$ cat config.mk
export PLATFORM = sky130hd
export DESIGN_NAME = serdes_rx_lane_config
export DESIGN_NICKNAME = d
export VERILOG_FILES = /design/src/common/serdes_rx_pkg.sv /design/src/core/serdes_rx_lane_config.sv
export VERILOG_INCLUDE_DIRS = /design/src /design/src/common
export SDC_FILE = /design/constraint.sdc
export NUM_CORES = 1
export LEC_CHECK = 0
export BUFFER_PORTS_ARGS = -buffer_cell sky130_fd_sc_hd__clkbuf_2
export CAP_MARGIN = 20
export CELL_PAD_IN_SITES_DETAIL_PLACEMENT = 0
export CELL_PAD_IN_SITES_GLOBAL_PLACEMENT = 1
export CORE_MARGIN = 2
export CORE_UTILIZATION = 38
export DETAILED_ROUTE_END_ITERATION = 10
export PLACE_DENSITY_LB_ADDON = 0.3
export SLEW_MARGIN = 40
export SYNTH_ARGS = -nofsm -noshare
export SYNTH_HDL_FRONTEND = slang
export SYNTH_SLANG_ARGS = --single-unit
$ cat constraint.sdc
create_clock -name clk -period 2.15 [get_ports clk]
set_input_delay 0.1075 -clock clk [delete_from_list [all_inputs] [get_ports clk]]
set_output_delay 0.1075 -clock clk [all_outputs]
set_load 0.005 [all_outputs]
$ cat src/common/serdes_rx_defs.svh
// Purpose: Register offsets, field positions, reset values and counts of the lane receiver
// Assumes: Registers are 32-bit words at byte offsets on a plain strobe port
// Notes:   Definitions only
`ifndef SERDES_RX_DEFS_SVH
`define SERDES_RX_DEFS_SVH

// Register byte offsets
`define RX_CFG_OFS        8'h00
`define RX_STATUS_OFS     8'h04
`define RX_INT_STATUS_OFS 8'h08
`define RX_INT_MASK_OFS   8'h0c

// Configuration fields
`define CFG_ABSENCE_HI    15
`define CFG_ABSENCE_LO    14
`define CFG_LOCK_HI       13
`define CFG_LOCK_LO       12
`define CFG_POL_BIT       7
`define CFG_RATE_HI       6
`define CFG_RATE_LO       5
`define CFG_WIDTH_HI      4
`define CFG_WIDTH_LO      2
`define CFG_ON_BIT        0
`define CFG_WR_MASK       32'h007f_f7fd
`define CFG_RESET         32'h0000_0000

// Status and event bits
`define STAT_ON_BIT       0
`define STAT_ABSENT_BIT   1
`define STAT_PHASE_HI     5
`define STAT_PHASE_LO     2
`define EV_REALIGN_BIT    0
`define EV_JOG_BIT        1
`define EV_ABSENT_BIT     2
`define EV_WIDTH          3
`define EV_RESET          3'h0

// Symbol framing
`define WORD10_LAST       4'h9
`define WORD8_LAST        4'h7
`define COMMA_END_IDX     4'h6
`define COMMA_NEXT_IDX    4'h7
`define WCLK_HIGH_BITS    4'h4
`define COMMA_POS         7'h1f
`define COMMA_NEG         7'h60

// Samples without a transition before the input counts as absent
`define ABSENT_HIGH_SAMPLES 8'h20
`define ABSENT_LOW_SAMPLES  8'h40

`endif

$ cat src/common/serdes_rx_pkg.sv
// Purpose: Types shared by the lane receiver
// Assumes: Constants live in serdes_rx_defs.svh
// Notes:   Encodings follow the configuration fields
package serdes_rx_pkg;

	typedef enum logic [1:0] {
		ABSENCE_OFF  = 2'h0,
		ABSENCE_HIGH = 2'h1,
		ABSENCE_LOW  = 2'h2,
		ABSENCE_RSVD = 2'h3
	} absence_mode_t;

	typedef enum logic [1:0] {
		LOCK_OFF   = 2'h0,
		LOCK_COMMA = 2'h1,
		LOCK_JOG   = 2'h2,
		LOCK_RSVD  = 2'h3
	} lock_mode_t;

	typedef enum logic [1:0] {
		RATE_FULL    = 2'h0,
		RATE_HALF    = 2'h1,
		RATE_QUARTER = 2'h2,
		RATE_RSVD    = 2'h3
	} rate_t;

	typedef enum logic [2:0] {
		WIDTH_TEN   = 3'h0,
		WIDTH_EIGHT = 3'h1
	} word_width_t;

endpackage

$ cat src/core/serdes_rx_lane_config.sv
// Purpose: Lane receiver: register file, sampling, symbol alignment and word output
// Assumes: Line pins and the line clock are asynchronous to clk and are synchronised here
// Notes:   Register reads answer one cycle after the read strobe
//
// The implementer's own choices: the plain strobed port and the register offsets.
`timescale 1ns/1ps
`include "serdes_rx_defs.svh"
`default_nettype none

module serdes_rx_lane_config (
	input  wire logic        clk,
	input  wire logic        nrst,
	input  wire logic [7:0]  reg_addr,
	input  wire logic [31:0] reg_wdata,
	input  wire logic        reg_wr,
	input  wire logic        reg_rd,
	output logic      [31:0] reg_rdata,
	output logic             irq,
	input  wire logic        rx_line_pos,
	input  wire logic        rx_line_neg,
	input  wire logic        rx_line_clock,
	output logic      [9:0]  rx_parallel_word,
	output logic             rx_word_clock,
	output logic             signal_absent
);

	////////////////////////////////////////////////////////////////////////
	// Input synchronisers

	logic pos_meta_ff;
	logic pos_sync_ff;
	logic neg_meta_ff;
	logic neg_sync_ff;
	logic lclk_meta_ff;
	logic lclk_sync_ff;
	logic lclk_prev_ff;
	logic qtr_ff;

	always_ff @(posedge clk or negedge nrst) begin
		if (!nrst) begin
			pos_meta_ff  <= 1'b0;
			pos_sync_ff  <= 1'b0;
			neg_meta_ff  <= 1'b0;
			neg_sync_ff  <= 1'b0;
			lclk_meta_ff <= 1'b0;
			lclk_sync_ff <= 1'b0;
			lclk_prev_ff <= 1'b0;
		end else begin
			pos_meta_ff  <= rx_line_pos;
			pos_sync_ff  <= pos_meta_ff;
			neg_meta_ff  <= rx_line_neg;
			neg_sync_ff  <= neg_meta_ff;
			lclk_meta_ff <= rx_line_clock;
			lclk_sync_ff <= lclk_meta_ff;
			lclk_prev_ff <= lclk_sync_ff;
		end
	end

	////////////////////////////////////////////////////////////////////////
	// Configuration decode

	logic [31:0]                cfg_ff;
	serdes_rx_pkg::absence_mode_t absence_mode;
	serdes_rx_pkg::lock_mode_t    lock_mode;
	serdes_rx_pkg::rate_t         rate;
	logic                         ten_bit;
	logic                         rx_on;
	logic                         lclk_rise;
	logic                         lclk_fall;
	logic                         strobe;
	logic                         sample;
	logic                         line_bit;
	logic                         nxt_qtr;

	assign absence_mode = serdes_rx_pkg::absence_mode_t'(cfg_ff[`CFG_ABSENCE_HI:`CFG_ABSENCE_LO]);
	assign lock_mode    = serdes_rx_pkg::lock_mode_t'(cfg_ff[`CFG_LOCK_HI:`CFG_LOCK_LO]);
	assign rate         = serdes_rx_pkg::rate_t'(cfg_ff[`CFG_RATE_HI:`CFG_RATE_LO]);
	assign ten_bit      = cfg_ff[`CFG_WIDTH_HI:`CFG_WIDTH_LO] == serdes_rx_pkg::WIDTH_TEN;
	assign rx_on        = cfg_ff[`CFG_ON_BIT];
	assign lclk_rise    = lclk_sync_ff & ~lclk_prev_ff;
	assign lclk_fall    = ~lclk_sync_ff & lclk_prev_ff;
	assign line_bit     = cfg_ff[`CFG_POL_BIT] ? neg_sync_ff : pos_sync_ff;

	always_comb begin
		nxt_qtr = qtr_ff;
		strobe  = 1'b0;
		unique case (rate)
			serdes_rx_pkg::RATE_FULL: begin
				strobe = lclk_rise | lclk_fall;
			end
			serdes_rx_pkg::RATE_QUARTER: begin
				strobe = lclk_rise & qtr_ff;
				if (lclk_rise) begin
					nxt_qtr = ~qtr_ff;
				end
			end
			default: begin
				strobe = lclk_rise;
			end
		endcase
	end

	assign sample = strobe & rx_on;

	always_ff @(posedge clk or negedge nrst) begin
		if (!nrst) begin
			qtr_ff <= 1'b0;
		end else begin
			qtr_ff <= nxt_qtr;
		end
	end

	////////////////////////////////////////////////////////////////////////
	// Deserialiser and symbol alignment

	logic [9:0] shift_ff;
	logic [3:0] idx_ff;
	logic [9:0] word_ff;
	logic [1:0] prev_low_ff;
	logic       wclk_ff;
	logic       jog_pend_ff;
	logic       lock_hi_prev_ff;
	logic [9:0] nxt_shift;
	logic [3:0] nxt_idx;
	logic [9:0] nxt_word;
	logic [1:0] nxt_prev_low;
	logic       nxt_wclk;
	logic       nxt_jog_pend;
	logic [3:0] last_idx;
	logic       comma_seen;
	logic       ev_realign;
	logic       ev_jog;

	assign last_idx   = ten_bit ? `WORD10_LAST : `WORD8_LAST;
	assign comma_seen = ({shift_ff[5:0], line_bit} == `COMMA_POS) || ({shift_ff[5:0], line_bit} == `COMMA_NEG);

	always_comb begin
		nxt_shift    = {shift_ff[8:0], line_bit};
		nxt_idx      = idx_ff;
		nxt_word     = word_ff;
		nxt_prev_low = prev_low_ff;
		nxt_wclk     = wclk_ff;
		nxt_jog_pend = jog_pend_ff;
		ev_realign   = 1'b0;
		ev_jog       = 1'b0;
		// jog armed on upper bit rise
		if (lock_mode[1] && !lock_hi_prev_ff) begin
			nxt_jog_pend = 1'b1;
		end
		// leaving for mode 00 drops a pending jog
		if (lock_mode == serdes_rx_pkg::LOCK_OFF) begin
			nxt_jog_pend = 1'b0;
		end
		if (!rx_on) begin
			nxt_shift    = 10'h000;
			nxt_idx      = 4'h0;
			nxt_word     = 10'h000;
			nxt_prev_low = 2'h0;
			nxt_wclk     = 1'b0;
			nxt_jog_pend = 1'b0;
		end else if (!sample) begin
			nxt_shift = shift_ff;
		end else if (jog_pend_ff) begin
			nxt_jog_pend = 1'b0;
			ev_jog       = 1'b1;
		end else if (lock_mode == serdes_rx_pkg::LOCK_COMMA && comma_seen &&
			idx_ff != `COMMA_END_IDX) begin
			nxt_idx    = `COMMA_NEXT_IDX;
			ev_realign = 1'b1;
		end else if (idx_ff == last_idx) begin
			nxt_idx = 4'h0;
			if (ten_bit) begin
				nxt_word = nxt_shift;
			end else begin
				nxt_word = {prev_low_ff, nxt_shift[7:0]};
			end
			nxt_prev_low = nxt_shift[1:0];
		end else begin
			nxt_idx = idx_ff + 4'h1;
		end
		// word clock high for four bits
		if (rx_on && sample) begin
			nxt_wclk = nxt_idx < `WCLK_HIGH_BITS;
		end
	end

	always_ff @(posedge clk or negedge nrst) begin
		if (!nrst) begin
			shift_ff        <= 10'h000;
			idx_ff          <= 4'h0;
			word_ff         <= 10'h000;
			prev_low_ff     <= 2'h0;
			wclk_ff         <= 1'b0;
			jog_pend_ff     <= 1'b0;
			lock_hi_prev_ff <= 1'b0;
		end else begin
			shift_ff        <= nxt_shift;
			idx_ff          <= nxt_idx;
			word_ff         <= nxt_word;
			prev_low_ff     <= nxt_prev_low;
			wclk_ff         <= nxt_wclk;
			jog_pend_ff     <= nxt_jog_pend;
			lock_hi_prev_ff <= lock_mode[1];
		end
	end

	assign rx_parallel_word = word_ff;
	assign rx_word_clock    = wclk_ff;

	////////////////////////////////////////////////////////////////////////
	// Signal absence detector, independent of receiver_on

	logic [7:0] quiet_cnt_ff;
	logic       last_bit_ff;
	logic       absent_ff;
	logic [7:0] nxt_quiet_cnt;
	logic       nxt_last_bit;
	logic       nxt_absent;
	logic [7:0] quiet_limit;
	logic       ev_absent;

	always_comb begin
		nxt_quiet_cnt = quiet_cnt_ff;
		nxt_last_bit  = last_bit_ff;
		nxt_absent    = absent_ff;
		quiet_limit   = `ABSENT_HIGH_SAMPLES;
		if (absence_mode == serdes_rx_pkg::ABSENCE_LOW) begin
			quiet_limit = `ABSENT_LOW_SAMPLES;
		end
		// detector gated only by its field
		if (absence_mode == serdes_rx_pkg::ABSENCE_OFF) begin
			nxt_quiet_cnt = 8'h00;
			nxt_absent    = 1'b0;
		end else if (strobe) begin
			nxt_last_bit = line_bit;
			if (line_bit != last_bit_ff) begin
				nxt_quiet_cnt = 8'h00;
				nxt_absent    = 1'b0;
			end else if (quiet_cnt_ff >= quiet_limit) begin
				nxt_absent = 1'b1;
			end else begin
				nxt_quiet_cnt = quiet_cnt_ff + 8'h01;
			end
		end
	end

	assign ev_absent = nxt_absent & ~absent_ff;

	always_ff @(posedge clk or negedge nrst) begin
		if (!nrst) begin
			quiet_cnt_ff <= 8'h00;
			last_bit_ff  <= 1'b0;
			absent_ff    <= 1'b0;
		end else begin
			quiet_cnt_ff <= nxt_quiet_cnt;
			last_bit_ff  <= nxt_last_bit;
			absent_ff    <= nxt_absent;
		end
	end

	assign signal_absent = absent_ff;

	////////////////////////////////////////////////////////////////////////
	// Register file and interrupt

	logic [`EV_WIDTH-1:0] int_status_ff;
	logic [`EV_WIDTH-1:0] int_mask_ff;
	logic [31:0]          rdata_ff;
	logic                 irq_ff;
	logic [31:0]          nxt_cfg;
	logic [`EV_WIDTH-1:0] nxt_int_status;
	logic [`EV_WIDTH-1:0] nxt_int_mask;
	logic [31:0]          nxt_rdata;
	logic [`EV_WIDTH-1:0] events;
	logic [31:0]          status_word;

	assign events = {ev_absent, ev_jog, ev_realign};

	always_comb begin
		status_word = 32'h0000_0000;
		status_word[`STAT_ON_BIT] = rx_on;
		status_word[`STAT_ABSENT_BIT] = absent_ff;
		status_word[`STAT_PHASE_HI:`STAT_PHASE_LO] = idx_ff;
	end

	always_comb begin
		nxt_cfg        = cfg_ff;
		nxt_int_mask   = int_mask_ff;
		nxt_int_status = int_status_ff;
		nxt_rdata      = 32'h0000_0000;
		if (reg_wr) begin
			unique case (reg_addr)
				`RX_CFG_OFS: begin
					nxt_cfg = reg_wdata & `CFG_WR_MASK;
				end
				`RX_INT_STATUS_OFS: begin
					nxt_int_status = int_status_ff & ~reg_wdata[`EV_WIDTH-1:0];
				end
				`RX_INT_MASK_OFS: begin
					nxt_int_mask = reg_wdata[`EV_WIDTH-1:0];
				end
				default: begin
				end
			endcase
		end
		// New events win over a clear
		nxt_int_status = nxt_int_status | events;
		if (reg_rd) begin
			unique case (reg_addr)
				`RX_CFG_OFS: begin
					nxt_rdata = cfg_ff;
				end
				`RX_STATUS_OFS: begin
					nxt_rdata = status_word;
				end
				`RX_INT_STATUS_OFS: begin
					nxt_rdata = {{(32-`EV_WIDTH){1'b0}}, int_status_ff};
				end
				`RX_INT_MASK_OFS: begin
					nxt_rdata = {{(32-`EV_WIDTH){1'b0}}, int_mask_ff};
				end
				default: begin
					nxt_rdata = 32'h0000_0000;
				end
			endcase
		end
	end

	always_ff @(posedge clk or negedge nrst) begin
		if (!nrst) begin
			cfg_ff        <= `CFG_RESET;
			int_status_ff <= `EV_RESET;
			int_mask_ff   <= `EV_RESET;
			rdata_ff      <= 32'h0000_0000;
			irq_ff        <= 1'b0;
		end else begin
			cfg_ff        <= nxt_cfg;
			int_status_ff <= nxt_int_status;
			int_mask_ff   <= nxt_int_mask;
			rdata_ff      <= nxt_rdata;
			irq_ff        <= |(nxt_int_status & nxt_int_mask);
		end
	end

	assign reg_rdata = rdata_ff;
	assign irq       = irq_ff;

endmodule

`default_nettype wire

# Yosys cells after proc, flatten, opt, wreduce, memory -nomap -nowiden

Cells that the tools add are included.

Register bits: 106
Bits in latches: 0
RAM bits: 0
Bits in read-only memories: 0
Input port bits: 47
Logic and storage cells: 127
Memories kept: 0

$add $sub $neg: 2
Multiply operators: 0
Div/mod/pow operators: 0
Order comparisons: 2
Eq/ne operators: 17
Shifts and indexed selects: 0
Mux-type cells: 50
Bitwise operators: 15
Reductions and logical operators: 18

Operator list:

| kind                  | count |
|---|---|
| $pmux W23 S4          | 1 |
| $mux W10              | 6 |
| $mux W8               | 4 |
| $mux W4               | 6 |
| $mux W23              | 1 |
| $mux W1               | 19 |
| $mux W9               | 2 |
| $eq A8 B4 Y1 const B  | 2 |
| $mux W3               | 4 |
| $mux W2               | 5 |
| $add A8 B1 Y8 const B | 1 |
| $eq A8 B3 Y1 const B  | 1 |
| $ge A8 B8 Y1          | 1 |
| $logic_not A8 Y1      | 1 |
| $reduce_and A2 Y1     | 4 |
| $eq A7 B5 Y1 const B  | 1 |
| $eq A7 B7 Y1 const B  | 1 |
| $mux W7               | 1 |
| $and A3 B3 Y3         | 2 |
| $logic_not A2 Y1      | 3 |
| $ne A2 B1 Y1 const B  | 3 |
| $and A1 B1 Y1         | 5 |
| $not A1 Y1            | 5 |
| $add A4 B1 Y4 const B | 1 |
| 19 further kinds      | 24 |

# Logic depth before layout (Yosys ltp)

Word-level depth: 12
Mapped depth: 8

# Worst setup path before layout

OpenSTA, ideal clock, no wires.

Path kind: reg-to-reg
Start point: reg cfg_ff[14]
End point: reg quiet_cnt_ff[1]
Setup time: 122 ps
Arrival: 2214 ps
Required time: 2028 ps
Slack: -186 ps
Stages on the path, launching flop included: 7
Buffers on the path: 0
Period minus slack after synthesis: 2336 ps
Path through: dfrtp_1 -> nand2b_1 -> ha_1 -> or4b_2 -> o211ai_1 -> nor2_1 -> a32o_1

Word-level cells in the longest chain between the ends: 5
Elaborated cells on any way between the ends: 8
Those cells by class: order compare: 1; eq/ne: 2; mux: 2; reduce/logical: 3

Ends and longest elaborated chain:

| item                        | line                         | text |
|---|---|---|
| start: declaration          | serdes_rx_lane_config.sv:62  | `logic [31:0] cfg_ff;` |
| start signal: assignment    | serdes_rx_lane_config.sv:331 | `` cfg_ff <= `CFG_RESET; `` |
| start signal: assignment    | serdes_rx_lane_config.sv:337 | `cfg_ff <= nxt_cfg;` |
| $eq A2 B2 Y1                | serdes_rx_lane_config.sv:227 | `if (absence_mode == serdes_rx_pkg::ABSENCE_LOW) begin` |
| $mux W7                     | serdes_rx_lane_config.sv:227 |  |
| $ge A8 B8 Y1                | serdes_rx_lane_config.sv:239 | `end else if (quiet_cnt_ff >= quiet_limit) begin` |
| $ne A3 B3 Y1 (no line)      | --                           |  |
| $reduce_and A2 Y1 (no line) | --                           |  |
| end signal: assignment      | serdes_rx_lane_config.sv:255 | `quiet_cnt_ff <= nxt_quiet_cnt;` |
| end: declaration            | serdes_rx_lane_config.sv:213 | `logic [7:0] quiet_cnt_ff;` |

Several ways; a longest one is shown, not always the timed one.
A chain may end at the register's enable or synchronous reset.

# Worst setup path in the final report

Start point: reg cfg_ff[14]
End point: reg irq_ff, in the netlist irq

Word-level cells in the longest chain between the ends: 11
Elaborated cells on any way between the ends: 12
Those cells by class: order compare: 1; eq/ne: 1; mux: 5; bitwise: 3; reduce/logical: 2

Ends and longest elaborated chain:

| item                   | line                         | text |
|---|---|---|
| $eq A2 B2 Y1           | serdes_rx_lane_config.sv:227 |  |
| $mux W7                | serdes_rx_lane_config.sv:227 |  |
| $ge A8 B8 Y1           | serdes_rx_lane_config.sv:239 |  |
| $mux W1                | serdes_rx_lane_config.sv:239 |  |
| $mux W1                | serdes_rx_lane_config.sv:236 | `if (line_bit != last_bit_ff) begin` |
| $mux W1                | serdes_rx_lane_config.sv:234 | `end else if (strobe) begin` |
| $mux W1 *              | serdes_rx_lane_config.sv:231 | `if (absence_mode == serdes_rx_pkg::ABSENCE_OFF) begin` |
| $and A1 B1 Y1 *        | serdes_rx_lane_config.sv:247 | `assign ev_absent = nxt_absent & ~absent_ff;` |
| $or A3 B3 Y3 *         | serdes_rx_lane_config.sv:307 | `nxt_int_status = nxt_int_status \| events;` |
| $and A3 B3 Y3 *        | serdes_rx_lane_config.sv:341 | `irq_ff <= \|(nxt_int_status & nxt_int_mask);` |
| $reduce_or A3 Y1 *     | serdes_rx_lane_config.sv:341 |  |
| end signal: assignment | serdes_rx_lane_config.sv:341 |  |
| end: declaration       | serdes_rx_lane_config.sv:269 | `logic irq_ff;` |

Every way passes the cells marked *; elsewhere a longest branch is shown, timed or not.

==> reports/qor.yml <==
status: "finished, final reports clean"
grt_max_degree: 41
gp_congestion: 0.873
p_comb_frac: 0.101
dp.cells: 582
synth_most_common_cell: "dfrtp_1"
seqPwrFrac: 0.548
ys_types: 58
place_area_mm2: 0.00489
yosysTopAreaCell: "dfrtp_1"
required_ns: 2.45
skew_ns: 0.00820
relSlewSlack: 0.652
crit_family: "simple AND/OR/NAND/NOR gates"
synth_flop_cell: "dfrtp_1"
cp_slowest_cell: "or4b_4"
synthCells: 357
vias_per_cell: 4.95
fin_cells: 622
finalHoldViolCount: 0
period_needed_ns: 2.10
setup_slack_ns: 0.0515
finalCritPeriodShare: 0.976
clk_pin_slew_ns: 0.09
antenna_cells: 0
path_cells: "nand2b_4, ha_4, or4b_4, o211ai_1, buf_4, nand4b_1, a21boi_1, a221o_1"
area_growth_syn_to_layout_pct: 28.1
synth.top_cell.area_share: 0.562
grt_pass1_vias: 3066
cts_root_buf: "clkbuf_8"
ys_warn_count: 0
drc: 0
pwr-share-clk: 0.351
worstPathMaxFanout: 6
dr.pass1.iters: 4
initial_core_util: 0.388
synth_commonest_cells: "dfrtp_1, nand2_1, mux2_2"
finalNetCount: 531
final_util: 0.497
track_usage: 0.159
synth-async-reset-ratio: 1.00
routed_wl_um: 8740
syn-cell-area_mm2: 0.00419
cap_violations: 0
powerDensity_mw_per_mm2: 633
grt_pass1_wl_um: 14500
cts_tree: "built"
io_buffers: 71
io_pins: 92
p_sw_mw: 0.809
r2r_slack_ns: 0.05
timing.fmax_mhz: 477
p_int_mw: 2.58
dieArea_mm2: 0.0119
drt_iter0_markers: 139
hpwl_um: 6070
critPathKind: "reg -> reg"
grt_setup_unrepaired: "true"
critPathMaxStageDelay_ns: 0.44
die_w_um: 109
endpoint_kind: "flip-flop"
ys_top_cells_by_area: "dfrtp_1, mux2_2, mux2i_1"
avgSynthCellArea_um2: 11.7
num_rows: 38
path_buf_inv: 1
clock_sinks: 94
tightest_slew_ns: 0.521
cp.arrival_ns: 2.40
cts_buffer_depth: 2
startpoint_type: "flip-flop"
leakage_nw: 2.63
vdd_drop_max_mv: 0.324
hold_path.class: "in -> reg"
antenna_found_initial: 0
slew_violations: 0
synth_edf_count: 0
vias: 3077
die_h_um: 109
layout-drive-gt1-share: 0.326
h-tree-depth: 3
ant_nets: 0
cts_buffers: 9
final_cell_area_mm2: 0.00536
switching_share: 0.238
place_ws_ns: 0.0200
setup_viol_count_final: 0
ys_seq_area_frac: 0.562
clock_latency_ns: 0.36
synth_seq_cells: 94
grt-ovfl-total: 0
wl_per_cell_um: 14.0
core_area_mm2: 0.0108
-- cells in the final DEF (no fill, tap or decap), types with 4 or more instances in the layout --
cell,n
inv_1,7
mux2i_1,16
clkbuf_8,11
ha_1,6
o211a_1,5
buf_4,29
nand4b_1,4
conb_1,10
clkbuf_2,70
nor2_1,21
dfrtp_1,94
xnor2_1,4
and2_1,16
a21boi_0,9
nand2_1,39
mux2_2,25
nand3_1,8
nor2b_1,5
dlygate4sd3_1,23
nand4_1,7
-- repair_timing --
| item | 4_1_cts | 5_1_grt |
|---|---|---|
| endpoints found under the hold margin | 58 | 0 |
| gates resized for setup | 3 | 3 |
| setup buffers | 1 | 0 |
| hold buffers | 23 | 0 |
| setup endpoints to repair | 3 | 6 |
-- final timing paths --
kind	from	endpoint	cells past startpoint
max reg2reg	cfg_ff[14]	irq	8
max in group asynchronous	nrst	lock_hi_prev_ff	3
max	cfg_ff[14]	irq	8
min reg2reg	neg_meta_ff	neg_sync_ff	0
min	reg_wdata[1]	int_mask_ff[1]	2
min in group asynchronous	nrst	reg_rdata[8]	2
-- through the flow --
step	setup TNS, ns	hold slack, ns	total power, mW
2_1_floorplan	0	-0.188	2.06
4_1_cts	0	0.000933	3.44
3_5_place_dp	0	0.114	2.20
6_report	0	0.0238	3.39
5_1_grt	-0.113	0.0167	3.55
3_3_place_gp	0	0.114	2.19
-- metal layers --
metal	vias to the layer above	global-route usage	wire, um
li1	1488	-	-
met1	1501	0.209	4070
met2	71	0.252	4070
met3	17	0.0263	347
met4	0	0.0815	254
met5	-	0	0
-- registers in the layout, summed over array words and instances, names as in the netlist, 3 cells and up --
signal            cells
cfg_ff               21
idx_ff                4
int_mask_ff           3
int_status_ff         3
quiet_cnt_ff          8
reg_rdata            22
rx_parallel_word     10
shift_ff              9
-- power groups by stage --
stage | Sequential (mW) | Clock (mW) | Combinational, mW
global placement | 1.89 | 0 | 0.301
CTS | 1.86 | 1.24 | 0.344
global route | 1.87 | 1.29 | 0.387
floorplan | 1.88 | 0 | 0.173
detailed placement | 1.89 | 0 | 0.307
finish | 1.86 | 1.19 | 0.343
-- cell type report --
class	count	area (um^2)
tap	140	175
sequential	94	2350
timing repair buffer	124	838
fill	970	5430
multi-input combinational	241	1770
clock buffer	13	159
clock inverter	3	42.5
inverter	7	26.3
-- kinds of logic (layout without fill, tap and decap cells) --
group           after synthesis  after routing  share of synthesized area
simple gates                127            127                      0.161
fa+ha+maj                     7              7                     0.0209
buf+inv                      31            147                     0.0386
flops                        94             94                      0.562
xor+xnor                      5              5                     0.0105
compound gates               49             49                     0.0921
other cells                   1             10                   0.000896
mux                          43             43                      0.114
(Power assumes the default switching activity.)
